--- config.mk ---
export PLATFORM = sky130hd
export DESIGN_NAME = pxc_pll_ctrl
export DESIGN_NICKNAME = d
export VERILOG_FILES = /design/src/rtl/pxc_pkg.sv /design/src/rtl/pxc_pll_ctrl.sv /design/src/rtl/pxc_pin_sync.sv /design/src/rtl/pxc_lock_timer.sv
export SDC_FILE = /design/constraint.sdc
export NUM_CORES = 1
export LEC_CHECK = 0
export BUFFER_PORTS_ARGS = -buffer_cell sky130_fd_sc_hd__buf_2
export CAP_MARGIN = 20
export CORE_MARGIN = 2
export CORE_UTILIZATION = 30
export CTS_CLUSTER_SIZE = 40
export DETAILED_ROUTE_END_ITERATION = 12
export SLEW_MARGIN = 10
export SYNTH_ARGS = -nofsm -noshare
export SYNTH_HDL_FRONTEND = slang
export SYNTH_SLANG_ARGS = --single-unit
--- constraint.sdc ---
create_clock -name REF_CLK -period 1.9 [get_ports REF_CLK]
set_input_delay 0.38 -clock REF_CLK [delete_from_list [all_inputs] [get_ports REF_CLK]]
set_output_delay 0.38 -clock REF_CLK [all_outputs]
set_load 0.01 [all_outputs]
--- src/rtl/pxc_pkg.sv ---
// constants and types for the pll extended-mode programming block
package pxc_pkg;
  // ****************************************************************
  // apb geometry
  // ****************************************************************
  localparam int APB_AW = 12;
  localparam int APB_DW = 32;
  localparam logic [1:0] APB_LANE_ZERO = 2'h0;
  localparam logic [1:0] APB_TOP_ZERO = 2'h0;
  // ****************************************************************
  // register indices, byte address is index times four
  // ****************************************************************
  localparam logic [7:0] IDX_CLK_SRC = 8'h1A;
  localparam logic [7:0] IDX_PLL_PTR = 8'h2C;
  localparam logic [7:0] IDX_PIX_DATA = 8'h2D;
  localparam logic [7:0] IDX_LOOP_DATA = 8'h2F;
  localparam logic [7:0] IDX_MEM_LOOP = 8'h39;
  localparam logic [7:0] IDX_IRQ_STAT = 8'h40;
  localparam logic [7:0] IDX_IRQ_MASK = 8'h41;
  // ****************************************************************
  // pointer values, fields and reset values
  // ****************************************************************
  localparam logic [7:0] PTR_ALL_N = 8'h00;
  localparam logic [7:0] PTR_ALL_P = 8'h2A;
  localparam logic [7:0] PTR_ALL_STAT = 8'h3F;
  localparam logic [7:0] SRC_PIX_VIDEO_CLOCK_OUTPUT_OFF = 8'h75;
  localparam logic [3:0] SRC_NIB_PIX = 4'h5;
  localparam logic [2:0] VIDEO_CLOCK_OUTPUT_OFF_PAT = 3'h7;
  localparam int P_RUN_BIT = 7;
  localparam int STAT_LOCK_BIT = 6;
  localparam logic [7:0] RST_CLK_SRC = 8'h05;
  localparam logic [7:0] RST_BYTE = 8'h00;
  localparam logic [7:0] BYTE_ZERO = 8'h00;
  // ****************************************************************
  // interrupt status layout
  // ****************************************************************
  localparam int IRQ_W = 3;
  localparam int IRQ_PIX_LOCK = 0;
  localparam int IRQ_LOOP_LOCK = 1;
  localparam int IRQ_APPLY = 2;
  // ****************************************************************
  // timing
  // ****************************************************************
  localparam int CLK_PERIOD_NS = 20;
  localparam int LOCK_TIME_NS = 10000;
  localparam int LOCK_CYC = (LOCK_TIME_NS + CLK_PERIOD_NS - 1) / CLK_PERIOD_NS;
  // ****************************************************************
  // types
  // ****************************************************************
  typedef enum logic [1:0] {SEL_N, SEL_M, SEL_P, SEL_STAT} pxc_sel_t;
  typedef struct packed {
    logic run;
    logic [7:0] n;
    logic [7:0] m;
    logic [7:0] p;
  } pxc_pll_cfg_t;
endpackage

--- src/rtl/pxc_pll_ctrl.sv ---
// pll register file, enable staging, lock status and apb slave
//
// Register access over APB is this design's own decision.
`timescale 1ns/1ns
`default_nettype none
module pxc_pll_ctrl
  import pxc_pkg::*;
#(
  parameter int LOCK_CYCLES = LOCK_CYC
) (
  input wire logic REF_CLK,
  input wire logic SRST,
  input wire logic PSEL,
  input wire logic PENABLE,
  input wire logic PWRITE,
  input wire logic [pxc_pkg::APB_AW-1:0] PADDR,
  input wire logic [pxc_pkg::APB_DW-1:0] PWDATA,
  output logic [pxc_pkg::APB_DW-1:0] PRDATA,
  output logic PREADY,
  output logic PSLVERR,
  input wire logic [1:0] FIXED_FREQ_SELECT_INPUTS,
  output pxc_pkg::pxc_pll_cfg_t PIX_PLL_CFG,
  output pxc_pkg::pxc_pll_cfg_t LOOP_PLL_CFG,
  output logic [2:0] LOOP_Q,
  output logic CLK_SRC_PIXEL,
  output logic VIDEO_CLOCK_OUTPUT_EN,
  output logic IRQ
);
  import pxc_pkg::*;

  // ****************************************************************
  // helpers
  // ****************************************************************
  // next divider selection after one data access, status holds
  function automatic pxc_sel_t sel_step(input pxc_sel_t s);
    case (s)
      SEL_N: sel_step = SEL_M;
      SEL_M: sel_step = SEL_P;
      SEL_P: sel_step = SEL_N;
      default: sel_step = SEL_STAT;
    endcase
  endfunction

  // data byte seen through a pll data index
  function automatic logic [7:0] sel_read(input pxc_sel_t s, input pxc_pll_cfg_t c,
                                          input logic lk);
    logic [7:0] st;
    st = BYTE_ZERO;
    st[STAT_LOCK_BIT] = lk;
    case (s)
      SEL_N: sel_read = c.n;
      SEL_M: sel_read = c.m;
      SEL_P: sel_read = c.p;
      default: sel_read = st;
    endcase
  endfunction

  // ****************************************************************
  // state
  // ****************************************************************
  logic [7:0] clk_src_q;
  logic [7:0] mem_loop_q;
  pxc_sel_t pix_sel_q;
  pxc_sel_t loop_sel_q;
  logic [1:0] mclk_sel_q;
  pxc_pll_cfg_t pix_q;
  pxc_pll_cfg_t loop_q;
  logic [IRQ_W-1:0] irq_stat_q;
  logic [IRQ_W-1:0] irq_mask_q;
  logic [APB_DW-1:0] prdata_q;
  logic pix_lock_d1_q;
  logic loop_lock_d1_q;
  logic sel_1x_d1_q;
  logic [1:0] fsel;
  logic sel_1x;
  logic pix_locked;
  logic loop_locked;
  logic [7:0] idx;
  logic hit;
  logic acc;
  logic wr;
  logic rd;
  logic setup_rd;
  logic [7:0] wbyte;
  logic pix_div_wr;
  logic loop_div_wr;
  logic [IRQ_W-1:0] irq_set;
  logic [7:0] rd_byte;

  // ****************************************************************
  // pins and lock models
  // ****************************************************************
  pxc_pin_sync #(.W(2)) u_fsel_sync (
    .clk(REF_CLK),
    .srst(SRST),
    .pin(FIXED_FREQ_SELECT_INPUTS),
    .val(fsel)
  );
  assign sel_1x = fsel[1];

  pxc_lock_timer #(.CYC(LOCK_CYCLES)) u_pix_lock (
    .clk(REF_CLK),
    .srst(SRST),
    .run(pix_q.run),
    .restart(pix_div_wr),
    .locked(pix_locked)
  );

  pxc_lock_timer #(.CYC(LOCK_CYCLES)) u_loop_lock (
    .clk(REF_CLK),
    .srst(SRST),
    .run(loop_q.run),
    .restart(loop_div_wr),
    .locked(loop_locked)
  );

  // ****************************************************************
  // apb decode
  // ****************************************************************
  // index from word address, byte lanes and top bits must be zero
  assign idx = PADDR[9:2];
  assign wbyte = PWDATA[7:0];
  always_comb begin
    if (PADDR[1:0] != APB_LANE_ZERO || PADDR[11:10] != APB_TOP_ZERO) begin
      hit = 1'b0;
    end else if (idx == IDX_CLK_SRC || idx == IDX_PLL_PTR) begin
      hit = 1'b1;
    end else if (idx == IDX_PIX_DATA || idx == IDX_LOOP_DATA) begin
      hit = 1'b1;
    end else if (idx == IDX_MEM_LOOP || idx == IDX_IRQ_STAT) begin
      hit = 1'b1;
    end else if (idx == IDX_IRQ_MASK) begin
      hit = 1'b1;
    end else begin
      hit = 1'b0;
    end
  end
  assign acc = PSEL && PENABLE && hit;
  assign wr = acc && PWRITE;
  assign rd = acc && !PWRITE;
  assign setup_rd = PSEL && !PENABLE && !PWRITE;
  assign pix_div_wr = wr && idx == IDX_PIX_DATA && pix_sel_q != SEL_STAT;
  assign loop_div_wr = wr && idx == IDX_LOOP_DATA && loop_sel_q != SEL_STAT;
  assign PREADY = 1'b1; // zero wait states
  assign PSLVERR = PSEL && PENABLE && !hit;

  // ****************************************************************
  // plain registers
  // ****************************************************************
  // clock source and memory/loop clock control
  always_ff @(posedge REF_CLK) begin
    if (SRST) begin
      clk_src_q <= RST_CLK_SRC;
      mem_loop_q <= RST_BYTE;
    end else if (wr && idx == IDX_CLK_SRC) begin
      clk_src_q <= wbyte;
    end else if (wr && idx == IDX_MEM_LOOP) begin
      mem_loop_q <= wbyte;
    end
  end
  assign CLK_SRC_PIXEL = (clk_src_q[3:0] == SRC_NIB_PIX);
  assign VIDEO_CLOCK_OUTPUT_EN = (clk_src_q[6:4] != VIDEO_CLOCK_OUTPUT_OFF_PAT);
  assign LOOP_Q = mem_loop_q[2:0];

  // ****************************************************************
  // pll address pointer
  // ****************************************************************
  // pointer load sets each pll field; data accesses step its field
  always_ff @(posedge REF_CLK) begin
    if (SRST) begin
      pix_sel_q <= SEL_N;
      loop_sel_q <= SEL_N;
      mclk_sel_q <= 2'h0;
    end else if (wr && idx == IDX_PLL_PTR) begin
      pix_sel_q <= pxc_sel_t'(wbyte[1:0]);
      mclk_sel_q <= wbyte[3:2];
      loop_sel_q <= pxc_sel_t'(wbyte[5:4]);
    end else if (acc && idx == IDX_PIX_DATA) begin
      pix_sel_q <= sel_step(pix_sel_q);
    end else if (acc && idx == IDX_LOOP_DATA) begin
      loop_sel_q <= sel_step(loop_sel_q);
    end
  end

  // ****************************************************************
  // divider registers and staged enables
  // ****************************************************************
  // pixel pll dividers; run follows p enable only while select is 1x
  always_ff @(posedge REF_CLK) begin
    if (SRST) begin
      pix_q <= '0;
    end else begin
      if (pix_div_wr && pix_sel_q == SEL_N) begin
        pix_q.n <= wbyte;
      end
      if (pix_div_wr && pix_sel_q == SEL_M) begin
        pix_q.m <= wbyte;
      end
      if (pix_div_wr && pix_sel_q == SEL_P) begin
        pix_q.p <= wbyte;
      end
      if (sel_1x) begin
        pix_q.run <= pix_q.p[P_RUN_BIT];
      end
    end
  end

  // loop pll dividers, same staging
  always_ff @(posedge REF_CLK) begin
    if (SRST) begin
      loop_q <= '0;
    end else begin
      if (loop_div_wr && loop_sel_q == SEL_N) begin
        loop_q.n <= wbyte;
      end
      if (loop_div_wr && loop_sel_q == SEL_M) begin
        loop_q.m <= wbyte;
      end
      if (loop_div_wr && loop_sel_q == SEL_P) begin
        loop_q.p <= wbyte;
      end
      if (sel_1x) begin
        loop_q.run <= loop_q.p[P_RUN_BIT];
      end
    end
  end
  assign PIX_PLL_CFG = pix_q;
  assign LOOP_PLL_CFG = loop_q;

  // ****************************************************************
  // interrupts
  // ****************************************************************
  // edge history for lock rises and entry into 1x
  always_ff @(posedge REF_CLK) begin
    if (SRST) begin
      pix_lock_d1_q <= 1'b0;
      loop_lock_d1_q <= 1'b0;
      sel_1x_d1_q <= 1'b0;
    end else begin
      pix_lock_d1_q <= pix_locked;
      loop_lock_d1_q <= loop_locked;
      sel_1x_d1_q <= sel_1x;
    end
  end
  always_comb begin
    irq_set = '0;
    irq_set[IRQ_PIX_LOCK] = pix_locked && !pix_lock_d1_q;
    irq_set[IRQ_LOOP_LOCK] = loop_locked && !loop_lock_d1_q;
    irq_set[IRQ_APPLY] = sel_1x && !sel_1x_d1_q;
  end

  // sticky status, write one clears, a new event wins over the clear
  always_ff @(posedge REF_CLK) begin
    if (SRST) begin
      irq_stat_q <= '0;
    end else if (wr && idx == IDX_IRQ_STAT) begin
      irq_stat_q <= (irq_stat_q & ~wbyte[IRQ_W-1:0]) | irq_set;
    end else begin
      irq_stat_q <= irq_stat_q | irq_set;
    end
  end

  // interrupt mask
  always_ff @(posedge REF_CLK) begin
    if (SRST) begin
      irq_mask_q <= '0;
    end else if (wr && idx == IDX_IRQ_MASK) begin
      irq_mask_q <= wbyte[IRQ_W-1:0];
    end
  end
  assign IRQ = |(irq_stat_q & irq_mask_q);

  // ****************************************************************
  // read data
  // ****************************************************************
  // byte for the addressed register, sampled in the setup cycle
  always_comb begin
    rd_byte = BYTE_ZERO;
    if (idx == IDX_CLK_SRC) begin
      rd_byte = clk_src_q;
    end else if (idx == IDX_PLL_PTR) begin
      rd_byte = {2'h0, loop_sel_q, mclk_sel_q, pix_sel_q};
    end else if (idx == IDX_PIX_DATA) begin
      rd_byte = sel_read(pix_sel_q, pix_q, pix_locked);
    end else if (idx == IDX_LOOP_DATA) begin
      rd_byte = sel_read(loop_sel_q, loop_q, loop_locked);
    end else if (idx == IDX_MEM_LOOP) begin
      rd_byte = mem_loop_q;
    end else if (idx == IDX_IRQ_STAT) begin
      rd_byte[IRQ_W-1:0] = irq_stat_q;
    end else if (idx == IDX_IRQ_MASK) begin
      rd_byte[IRQ_W-1:0] = irq_mask_q;
    end
  end
  always_ff @(posedge REF_CLK) begin
    if (SRST) begin
      prdata_q <= '0;
    end else if (setup_rd) begin
      prdata_q <= {24'h000000, rd_byte};
    end
  end
  assign PRDATA = prdata_q;
endmodule
`default_nettype wire

--- src/rtl/pxc_pin_sync.sv ---
// three-stage pin synchroniser with agreement filter
`timescale 1ns/1ns
`default_nettype none
module pxc_pin_sync #(
  parameter int W = 2
) (
  input wire logic clk,
  input wire logic srst,
  input wire logic [W-1:0] pin,
  output logic [W-1:0] val
);
  logic [W-1:0] s1_q;
  logic [W-1:0] s2_q;
  logic [W-1:0] s3_q;
  logic [W-1:0] val_q;
  // shift chain, value taken once stages two and three agree
  always_ff @(posedge clk) begin
    if (srst) begin
      s1_q <= '0;
      s2_q <= '0;
      s3_q <= '0;
      val_q <= '0;
    end else begin
      s1_q <= pin;
      s2_q <= s1_q;
      s3_q <= s2_q;
      if (s2_q == s3_q) begin
        val_q <= s3_q;
      end
    end
  end
  assign val = val_q;
endmodule
`default_nettype wire

--- src/rtl/pxc_lock_timer.sv ---
// lock model: lock after a settle count of uninterrupted running
`timescale 1ns/1ns
`default_nettype none
module pxc_lock_timer #(
  parameter int CYC = 500
) (
  input wire logic clk,
  input wire logic srst,
  input wire logic run,
  input wire logic restart,
  output logic locked
);
  localparam int CW = $clog2(CYC + 1);
  logic [CW-1:0] cnt_q;
  // count while running, restart on any divider change
  always_ff @(posedge clk) begin
    if (srst || !run || restart) begin
      cnt_q <= '0;
    end else if (cnt_q != CW'(CYC)) begin
      cnt_q <= cnt_q + CW'(1);
    end
  end
  assign locked = (cnt_q == CW'(CYC));
endmodule
`default_nettype wire

Word level (Yosys, flattened, before mapping)
Index checks and enable logic that the tools add are counted. W data, S select, Z words.

Input bits: 51. Bits in registers: 115. Word-level logic and storage cells: 128. Bits in writable memories: 0. Latch bits: 0. Output and inout port bits: 90. Memory bits (read-only): 0. Memories kept: 0.

Reduce and logical (&&, ||, !) cells: 51. Bitwise gates (word level): 6. Magnitude comparators: 0. Multiplexer cells: 23. $add $sub $neg: 2. Shift-type cells: 0. Divide/modulo/power cells: 0. Equality and inequality tests: 21. Multiply operators: 0.

Operators with widths (count): $pmux W8 S3 (2); $eq A8 B6 Y1 const B (4); $mux W8 (4); $logic_and A1 B1 Y1 (26); $add A9 B1 Y9 const B (2); $eq A9 B9 Y1 const B (2); $ne A9 B9 Y1 const B (2); $eq A8 B7 Y1 const B (2); $mux W3 (4); $pmux W2 S3 (2); $mux W2 (5); $eq A8 B5 Y1 const B (1); $logic_not A1 Y1 (8); $logic_or A1 B1 Y1 (8); $reduce_bool A2 Y1 (4); $and A3 B3 Y3 (2); $ne A2 B2 Y1 const B (3); $or A3 B3 Y3 (2); $mux W1 (5); $mux W5 (1); $eq A2 B1 Y1 const B (2); $eq A2 B2 Y1 const B (2); $eq A4 B3 Y1 const B (1); $logic_not A2 Y1 (2); other kinds (6) (7).

Logic depth before layout (Yosys ltp)
Gate-level depths: netlist of run 1.

Depth after elaboration: 11. Mapped depth: 8.

By module
A second synthesis of run 1 with hierarchy kept.

Cells, all modules: 621. Area total of the unflattened synthesis: 5641.7 sq um.

Modules (own cells, without submodules): pxc_pll_ctrl (area an instance 4488.1 sq um, times used 1, cells each 495); pxc_lock_timer (area an instance 446.7 sq um, times used 2, cells each 51); pxc_pin_sync (area an instance 260.2 sq um, times used 1, cells each 24).

Worst setup path after synthesis of run 1
OpenSTA, ideal clock, no wires.

Kind: input -> register. Start point: input port PADDR[8] in the netlist's numbering. End point: register loop_sel_q[1]. Stages on the path: 5. Arrival: 1.862 ns. Data required time: 1.784 ns. Path buffers: 1. Setup slack: -0.078 ns. Path through: or3b_4 -> or2_1 -> buf_6 -> or4_4 -> o211a_1.

Cells in the longest elaborated chain, start to end: 11. Elaborated cells between the ends (all ways): 24.

RTL lines: from (decl) (line pxc_pll_ctrl.sv:16) `input wire logic [pxc_pkg::APB_AW-1:0] PADDR,`; $eq A8 B7 Y1 (tied with other cells) (line pxc_pll_ctrl.sv:132) `end else if (idx == IDX_IRQ_MASK) begin`; $mux W1 or $logic_or A1 B1 Y1 (tied branches) (line pxc_pll_ctrl.sv:132, pxc_pll_ctrl.sv:130); $mux W1 (line pxc_pll_ctrl.sv:130) `end else if (idx == IDX_MEM_LOOP || idx == IDX_IRQ_STAT) begin`; $mux W1 (line pxc_pll_ctrl.sv:128) `end else if (idx == IDX_PIX_DATA || idx == IDX_LOOP_DATA) begin`; $mux W1 (line pxc_pll_ctrl.sv:126) `end else if (idx == IDX_CLK_SRC || idx == IDX_PLL_PTR) begin`; $mux W1 (line pxc_pll_ctrl.sv:124) `if (PADDR[1:0] != APB_LANE_ZERO || PADDR[11:10] != APB_TOP_ZERO) begin`; $logic_and A1 B1 Y1 (line pxc_pll_ctrl.sv:138) `assign acc = PSEL && PENABLE && hit;`; $logic_and A1 B1 Y1 (line pxc_pll_ctrl.sv:139) `assign wr = acc && PWRITE;`; $logic_and A1 B1 Y1 (line pxc_pll_ctrl.sv:174) `end else if (wr && idx == IDX_PLL_PTR) begin`; $ne A2 B2 Y1 (no source line) or $reduce_bool A2 Y1 (tied branches); $reduce_and A2 Y1 (no source line); to (signal assigned) (line pxc_pll_ctrl.sv:177) `loop_sel_q <= pxc_sel_t'(wbyte[5:4]);`; to (signal assigned) (line pxc_pll_ctrl.sv:181) `loop_sel_q <= sel_step(loop_sel_q);`; to (decl) (line pxc_pll_ctrl.sv:64) `pxc_sel_t loop_sel_q;`.

Parallel ways exist; a longest one is shown, timed or not. A chain may end at the register's enable or synchronous reset.

Worst setup path in the final report of run 1
Start point: input port PADDR[8] in the netlist's numbering. End point: output port PSLVERR.

Cells in the longest elaborated chain, start to end: 8. Elaborated cells between the ends (all ways): 17.

RTL lines: $eq A8 B7 Y1 (tied with other cells) (line pxc_pll_ctrl.sv:132); $mux W1 or $logic_or A1 B1 Y1 (tied branches) (line pxc_pll_ctrl.sv:132, pxc_pll_ctrl.sv:130); $mux W1 (line pxc_pll_ctrl.sv:130); $mux W1 (line pxc_pll_ctrl.sv:128); $mux W1 * (line pxc_pll_ctrl.sv:126); $mux W1 * (line pxc_pll_ctrl.sv:124); $logic_not A1 Y1 * (line pxc_pll_ctrl.sv:145) `assign PSLVERR = PSEL && PENABLE && !hit;`; $logic_and A1 B1 Y1 * (line pxc_pll_ctrl.sv:145); to (decl) (line pxc_pll_ctrl.sv:20) `output logic PSLVERR,`.

Every way passes the cells marked *; elsewhere a longest branch is shown, timed or not.

==> metrics.log, run 1 <==
[metrics] result of the run: complete, but fails checks
[metrics] violated checks: negative setup slack
[metrics] count of boundary I/O pins: 141
[metrics] Total Die Area: 19900 µm²
[metrics] Worst R2R End: PRDATA[4]$_SDFFE_PP0P_
[metrics] Overall Power: 6.21 mW
[metrics] Setup violations, final: 1
[metrics] DP Wirelength: 11800 µm
[metrics] cell at the root of the clock tree: clkbuf_16
[metrics] Slew Limit Headroom: 66.3%
[metrics] cells on worst reg2reg path: 6
[metrics] Achievable Freq: 0.510 GHz
[metrics] highest metal layer used by the detailed router: met4
[metrics] length of routed met2 wiring: 7640 µm
[metrics] TritonCTS clock tree: done
[metrics] largest fanout on the critical path: 3
[metrics] worst-case register-to-register setup slack: 0 ns
[metrics] total standard cell area after synthesis: 5630 µm²
[metrics] Global Route Usage Sum: 16.9%
[metrics] count of buffers inserted at the top-level ports: 91
[metrics] number of instances in the synthesized netlist: 617
[metrics] Setup crit end kind: output pin
[metrics] DIE HEIGHT: 141 µm
[metrics] horizontal die dimension: 141 µm
[metrics] Worst-Margin Slew: 0.505 ns
[metrics] fraction of the cycle the final worst path needs: 103%
[metrics] count of unique library cells instantiated by Yosys: 60
[metrics] Worst-Skew Late Latency: 0.42 ns
[metrics] worst hold path endpoint: u_fsel_sync.s1_q[0]$_SDFF_PP0_
[metrics] Worst R2R Start: pix_sel_q[0]$_SDFFE_PP0P_
[metrics] Syn Area/Cell: 9.13 µm²
[metrics] worst hold-check slack: 0.165 ns
[metrics] number of antenna violations at the first check in global routing: 0
[metrics] summed negative setup slack over all endpoints: -0.0597 ns
[metrics] area overhead of the layout relative to synthesis: 31.7%
[metrics] fraction of layout cells with a size suffix above 1: 31.1%
[metrics] number of buffers on the longest clock path: 2
[metrics] clk sinks: 114
[metrics] Async SR Flop Fraction: 0%
[metrics] total number of vias: 4965
[metrics] count of warnings emitted by yosys: 0
[metrics] initial standard-cell utilization of the core: 30.3%
[metrics] number of buffers inserted for hold repair after clock tree synthesis: 0
[metrics] Antenna Violating Nets Remaining: 0
[metrics] largest net degree at the start of global routing: 87
[metrics] DRC violation count after routing: 0
[metrics] Max Cap Violations: 0
[metrics] Arr. time, crit path: 1.58 ns
[metrics] routed wl met3: 1110 µm
[metrics] portion of the post-synthesis area used by sequential elements: 40.5%
[metrics] Post-synth EDFFs: 0
[metrics] Yosys top cell area share: 40.5%
[metrics] power per cell area: 838 nW/µm²
[metrics] number of core rows: 50
[metrics] final global-route overflow total: 0
[metrics] final routed wirelength across all metal layers: 17000 µm
[metrics] # H-tree levels: 4
[metrics] gpl congestion: 0.811
[metrics] Avg WL per Cell: 17.1 µm
[metrics] final critical-path required period: 1.96 ns
[metrics] net count reported at finish: 806
[metrics] clock slew seen by the registers of the worst setup and hold paths: 0.06 ns
[metrics] total CTS buffers: 17
[metrics] detail-routed via count per cell: 5.02
[metrics] flop and latch count out of synthesis: 114
[metrics] startpoint type of the worst setup path: input pin
[metrics] path category of the worst min-delay check: input pin to flip-flop
[metrics] worst setup path category: input pin to output pin
[metrics] cell types occupying the most area after synthesis: dfxtp_1 (41%), mux2i_1 (12%), nor2_1 (6.9%)
[metrics] cell depth of the worst hold path: 2
[metrics] hold violation count in the final report: 0
[metrics] Top FF cell, synth: dfxtp_1
[metrics] drt first pass iters: 8
[metrics] first-pass GRT wire length: 25800 µm
[metrics] Worst VDD drop: 672 µV
[metrics] required time at the endpoint of the critical path: 1.52 ns
[metrics] origin of the worst min-delay path: FIXED_FREQ_SELECT_INPUTS[0]
[metrics] starting DRC count in detailed routing: 450
[metrics] Fill cells: 1805
[metrics] wire length on met1: 8010 µm
[metrics] final core utilization: 39.9%
[metrics] setup repair after global routing missed its margin: yes
[metrics] leading area contributor after synthesis: dfxtp_1
[metrics] number of slew-limit violations in the final report: 0
[metrics] static leakage: 3.30 nW
[metrics] area of the core region: 18600 µm²
[metrics] least setup slack across all paths after layout: -0.0597 ns
[metrics] Setup Skew: 0.00919 ns
[metrics] count of antenna diodes in the layout: 0
[metrics] vias in the first global route: 4579
where the power goes:
part | internal [mW] | switching [mW] | leakage [nW] | total [mW]
registers | 2.40 | 0.00572 | 0.921 | 2.41
clock network | 2.30 | 1.18 | 0.302 | 3.49
logic | 0.106 | 0.209 | 2.07 | 0.316
total | 4.81 | 1.40 | 3.30 | 6.21
cell usage after synthesis (all sizes together) (7+ instances only):
master / number
a21oi: 30
a222oi: 11
a22oi: 8
buf: 42
clkbuf: 29
dfxtp: 114
ha: 12
inv: 13
mux2i: 70
nand2: 25
nand3: 21
nand4: 14
nor2: 104
nor2b: 15
o21ai: 17
or3: 7
xnor2: 10
worst max-delay path by stage:
stage	from	to	slack, ns	cells past startpoint
after floorplan	PADDR[1]	PIX_PLL_CFG[0]$_SDFFE_PP0P_	-0.07	6
after global placement	PADDR[1]	irq_stat_q[0]$_SDFF_PP0_	-0.31	10
after detailed placement	PADDR[1]	irq_stat_q[0]$_SDFF_PP0_	-0.32	10
after CTS	PADDR[5]	PSLVERR	-0.03	7
after global routing	PADDR[8]	PSLVERR	-0.07	6
final	PADDR[8]	PSLVERR	-0.06	6
registers in the layout (all words and copies together) (netlist names), 8 cells and up:
register           flops
LOOP_PLL_CFG          25
PIX_PLL_CFG           25
u_loop_lock.cnt_q      9
u_pix_lock.cnt_q       9
PRDATA                 8
clk_src_q              8
mem_loop_q             8
logic make-up after synthesis:
group	Yosys count	synth area share [%]
AOI/OAI and AO/OA	93	11.1
xor gates and xnor gates	14	2.18
adders and majority gates	12	2.67
buffers and inverters	84	7.96
DFF	114	40.5
muxes	73	13.0
other	2	0.133
and+or+nand+nor	225	22.4
per-stage QoR:
stage | cell area [µm²] | instances | setup WS (ns)
6_report | 7410 | 990 | -0.0597
5_1_grt | 7410 | 990 | -0.0664
2_1_floorplan | 5730 | 640 | -0.0652
4_1_cts | 7280 | 987 | -0.0337
3_3_place_gp | 6540 | 951 | -0.315
3_5_place_dp | 6540 | 951 | -0.324
worst max-delay path, cell delays in order:
cell      delay [ns]
buf_6           0.10
or3b_4          0.40
or2_4           0.25
a311oi_2        0.25
nor2_1          0.07
buf_2           0.14
placed cells by master, fill, tap and decap left out, drive strengths merged, types with 15 or more instances in the layout:
cell and instances:
dfxtp 114, a21oi 30, nor2b 15, clkbuf 21
buf 155, nand3 21, nand2 25, mux2i 70
o21ai 17, nor2 104, conb 25
timing repair:
action	in CTS	in global routing
gates cloned	0	1
resized for setup	18	28
buffers inserted	4	2
endpoints found under the setup margin	7	37
pin swaps	5	14
final cells by class:
cell class / instances / area (µm²) / area share, %
Clock buffer: 21 / 470 / 6.34
Timing Repair Buffer: 155 / 1010 / 13.6
Tap cell: 234 / 293 / 3.95
Multi-Input combinational cell: 442 / 3130 / 42.2
Inverter: 13 / 48.8 / 0.658
Clock inverter: 11 / 176 / 2.38
Sequential cell: 114 / 2290 / 30.8
per-layer routing:
metal,vias up,GRT usage [%]
li1,2378,-
met1,2382,24.1
met3,18,4.21
met5,-,0
met2,187,25.3
met4,0,4.63
No activity file was read; power rests on OpenSTA's default activity.
==> run 2, diff against run 1 <==
- clock period: 1.9 -> 1.6 ns (I/O delays scaled with it)
==> run 2 against run 1 <==
  * Clock skew shrank 0.0020 ns
  * Worst hold slack got worse by 0.054 ns
  * Sequential cell count is the same
  * First-iteration DRC count down 24%
  * Sequential share of layout area decreased by 3.0 points
  * Non-clock buffer count rose by 47
  * Die area stayed put
  * The flow still finishes with violations (negative setup slack)
  * Wire length rose by 9.6%
  * Clock power rose by 3%
  * Power rose by 11%
  * Combinational power rose by 43%
==> metrics.log, run 2 (synthesis results as in run 1) <==
[metrics] result of the run: complete, but fails checks (unchanged)
[metrics] violated checks: negative setup slack (unchanged)
[metrics] first-pass GRT wire length: 28300 µm (was 25800 µm)
[metrics] DIE HEIGHT: 141 µm (unchanged)
[metrics] drt first pass iters: 6 (was 8)
[metrics] Setup crit end kind: output pin (unchanged)
[metrics] Avg WL per Cell: 17.9 µm (was 17.1 µm)
[metrics] starting DRC count in detailed routing: 340 (was 450)
[metrics] DP Wirelength: 12900 µm (was 11800 µm)
[metrics] worst-case register-to-register setup slack: -0.23 ns (was 0 ns)
[metrics] summed area of non-filler cells in the final layout: 8290 µm² (was 7410 µm²)
[metrics] Overall Power: 6.89 mW (was 6.21 mW)
[metrics] internal portion of total power: 5.21 mW (was 4.81 mW)
[metrics] commonest cells after routing, fill and taps aside: dfxtp_1 (103), nor2_1 (92), buf_4 (89), buf_2 (85), mux2i_1 (70) (was dfxtp_1 (111), nor2_1 (104), buf_2 (85), mux2i_1 (70), buf_4 (60))
[metrics] Worst R2R Start: pix_sel_q[0]$_SDFFE_PP0P_ (unchanged)
[metrics] Placement Cell Area: 6900 µm² (was 6540 µm²)
[metrics] Total Die Area: 19900 µm² (unchanged)
[metrics] setup repair after global routing missed its margin: yes (unchanged)
[metrics] number of buffers on the longest clock path: 2 (unchanged)
[metrics] cell at the root of the clock tree: clkbuf_16 (unchanged)
[metrics] # H-tree levels: 4 (unchanged)
[metrics] path category of the worst min-delay check: input pin to flip-flop (unchanged)
[metrics] Global Route Usage Sum: 18.7% (was 16.9%)
[metrics] Setup violations, final: 83 (was 1)
[metrics] horizontal die dimension: 141 µm (unchanged)
[metrics] Setup Skew: 0.00719 ns (was 0.00919 ns)
[metrics] dpl ws: -0.561 ns (was -0.324 ns)
[metrics] number of core rows: 50 (unchanged)
[metrics] largest net degree at the start of global routing: 71 (was 87)
[metrics] TritonCTS clock tree: done (unchanged)
[metrics] initial standard-cell utilization of the core: 30.3% (unchanged)
[metrics] Comb power frac: 6.6% (was 5.1%)
[metrics] worst hold-check slack: 0.111 ns (was 0.165 ns)
[metrics] Achievable Freq: 0.531 GHz
[metrics] portion of total power attributed to sequential cells: 41.5% (was 38.8%)
[metrics] clock slew seen by the registers of the worst setup and hold paths: 0.05 ns (was 0.06 ns)
[metrics] cells on worst reg2reg path: 7 (was 6)
[metrics] startpoint type of the worst setup path: input pin (unchanged)
[metrics] fraction of the cycle the final worst path needs: 118%
[metrics] total number of vias: 5167 (was 4965)
[metrics] number of slew-limit violations in the final report: 0 (unchanged)
[metrics] Sw Ratio: 24.4% (was 22.5%)
[metrics] area of the core region: 18600 µm² (unchanged)
[metrics] Finished Layout Cells: 1040 (was 990)
[metrics] gpl congestion: 0.849 (was 0.811)
[metrics] least setup slack across all paths after layout: -0.283 ns (was -0.0597 ns)
[metrics] origin of the worst min-delay path: FIXED_FREQ_SELECT_INPUTS[0] (unchanged)
[metrics] switching power: 1.68 mW (was 1.40 mW)
[metrics] worst hold path endpoint: u_fsel_sync.s1_q[0]$_SDFF_PP0_ (unchanged)
[metrics] cell depth of the worst hold path: 2 (unchanged)
[metrics] Antenna Violating Nets Remaining: 0 (unchanged)
[metrics] static leakage: 3.60 nW (was 3.30 nW)
[metrics] placed cell count: 987 (was 951)
[metrics] vias in the first global route: 5034 (was 4579)
[metrics] clk sinks: 114 (unchanged)
[metrics] portion of total power attributed to the clock network: 52.0% (was 56.1%)
[metrics] area overhead of the layout relative to synthesis: 47.2% (was 31.7%)
[metrics] final routed wirelength across all metal layers: 18600 µm (was 17000 µm)
[metrics] Arr. time, crit path: 1.56 ns (was 1.58 ns)
[metrics] worst setup path category: input pin to output pin (unchanged)
[metrics] Worst R2R End: PRDATA[6]$_SDFFE_PP0P_ (was PRDATA[4]$_SDFFE_PP0P_)
[metrics] net count reported at finish: 855 (was 806)
[metrics] hold violation count in the final report: 0 (unchanged)
[metrics] power per cell area: 831 nW/µm² (was 838 nW/µm²)
[metrics] final critical-path required period: 1.88 ns
[metrics] required time at the endpoint of the critical path: 1.28 ns (was 1.52 ns)
[metrics] number of antenna violations at the first check in global routing: 1 (was 0)
[metrics] largest fanout on the critical path: 3 (unchanged)
[metrics] Worst VDD drop: 765 µV (was 672 µV)
[metrics] final global-route overflow total: 0 (unchanged)
[metrics] Worst-Skew Late Latency: 0.42 ns (about the same)
[metrics] final core utilization: 44.6% (was 39.9%)
[metrics] Max Cap Violations: 0 (unchanged)
[metrics] detail-routed via count per cell: 4.97 (was 5.02)
[metrics] fraction of layout cells with a size suffix above 1: 44.3% (was 31.1%)
[metrics] total CTS buffers: 17 (unchanged)
[metrics] count of boundary I/O pins: 141 (unchanged)
[metrics] DRC violation count after routing: 0 (unchanged)
[metrics] summed negative setup slack over all endpoints: -8.04 ns (was -0.0597 ns)
[metrics] most common cell after layout, fill and taps aside: dfxtp_1 (unchanged)
[metrics] count of buffers inserted at the top-level ports: 91 (unchanged)
[run 2: layout make-up]
cell class / count / area, µm²
Inverter: 13 / 56.3
Clock buffer: 19 / 453
Multi-Input combinational cell: 444 / 3610
Tap cell: 234 / 293
Antenna cell: 1 / 2.50
Fill cell: 1745 / 10300
Clock inverter: 13 / 113
Sequential cell: 114 / 2300
Timing Repair Buffer: 202 / 1450
[run 2: how the worst max path moves through the flow]
stage                                        end  cells past startpoint  slack (ns)      from
finish                                   PSLVERR                      6       -0.28  PADDR[9]
global route                             PSLVERR                      6       -0.32  PADDR[9]
CTS                                      PSLVERR                      7       -0.27  PADDR[6]
detailed placement   PIX_PLL_CFG[5]$_SDFFE_PP0P_                      7       -0.56  PADDR[1]
global placement    LOOP_PLL_CFG[3]$_SDFFE_PP0P_                      7       -0.55  PADDR[1]
floorplan            PIX_PLL_CFG[0]$_SDFFE_PP0P_                      6       -0.30  PADDR[1]
[run 2: repair_timing]
item	4_1_cts	5_1_grt
hold buffers	0	0
gates resized for setup	96	63
gates cloned	2	1
setup buffers	15	6
pin swaps	44	50
setup endpoints to repair	70	91
[run 2: worst max-delay path, cell delays in order]
cell and delay (ns):
buf_8 0.10, or3b_4 0.40, or2_4 0.25, a311oi_2 0.26
nor2_2 0.10, buf_6 0.13
[run 2: routing by layer]
metal / GRT usage, % / up-vias / part of all wire (%)
met3: 5.10 / 38 / 5.7
met4: 8.74 / 0 / 3.0
met2: 28.9 / 179 / 47
li1: - / 2492 / -
met5: 0 / - / 0
met1: 24.3 / 2458 / 45
[run 2: power by group through the flow]
stage / clock network (mW) / logic (mW) / registers (mW)
finish: 3.58 / 0.453 / 2.86
global route: 3.76 / 0.480 / 2.86
CTS: 3.63 / 0.434 / 2.86
detailed placement: 0 / 0.384 / 2.92
global placement: 0 / 0.383 / 2.92
floorplan: 0 / 0.248 / 2.93
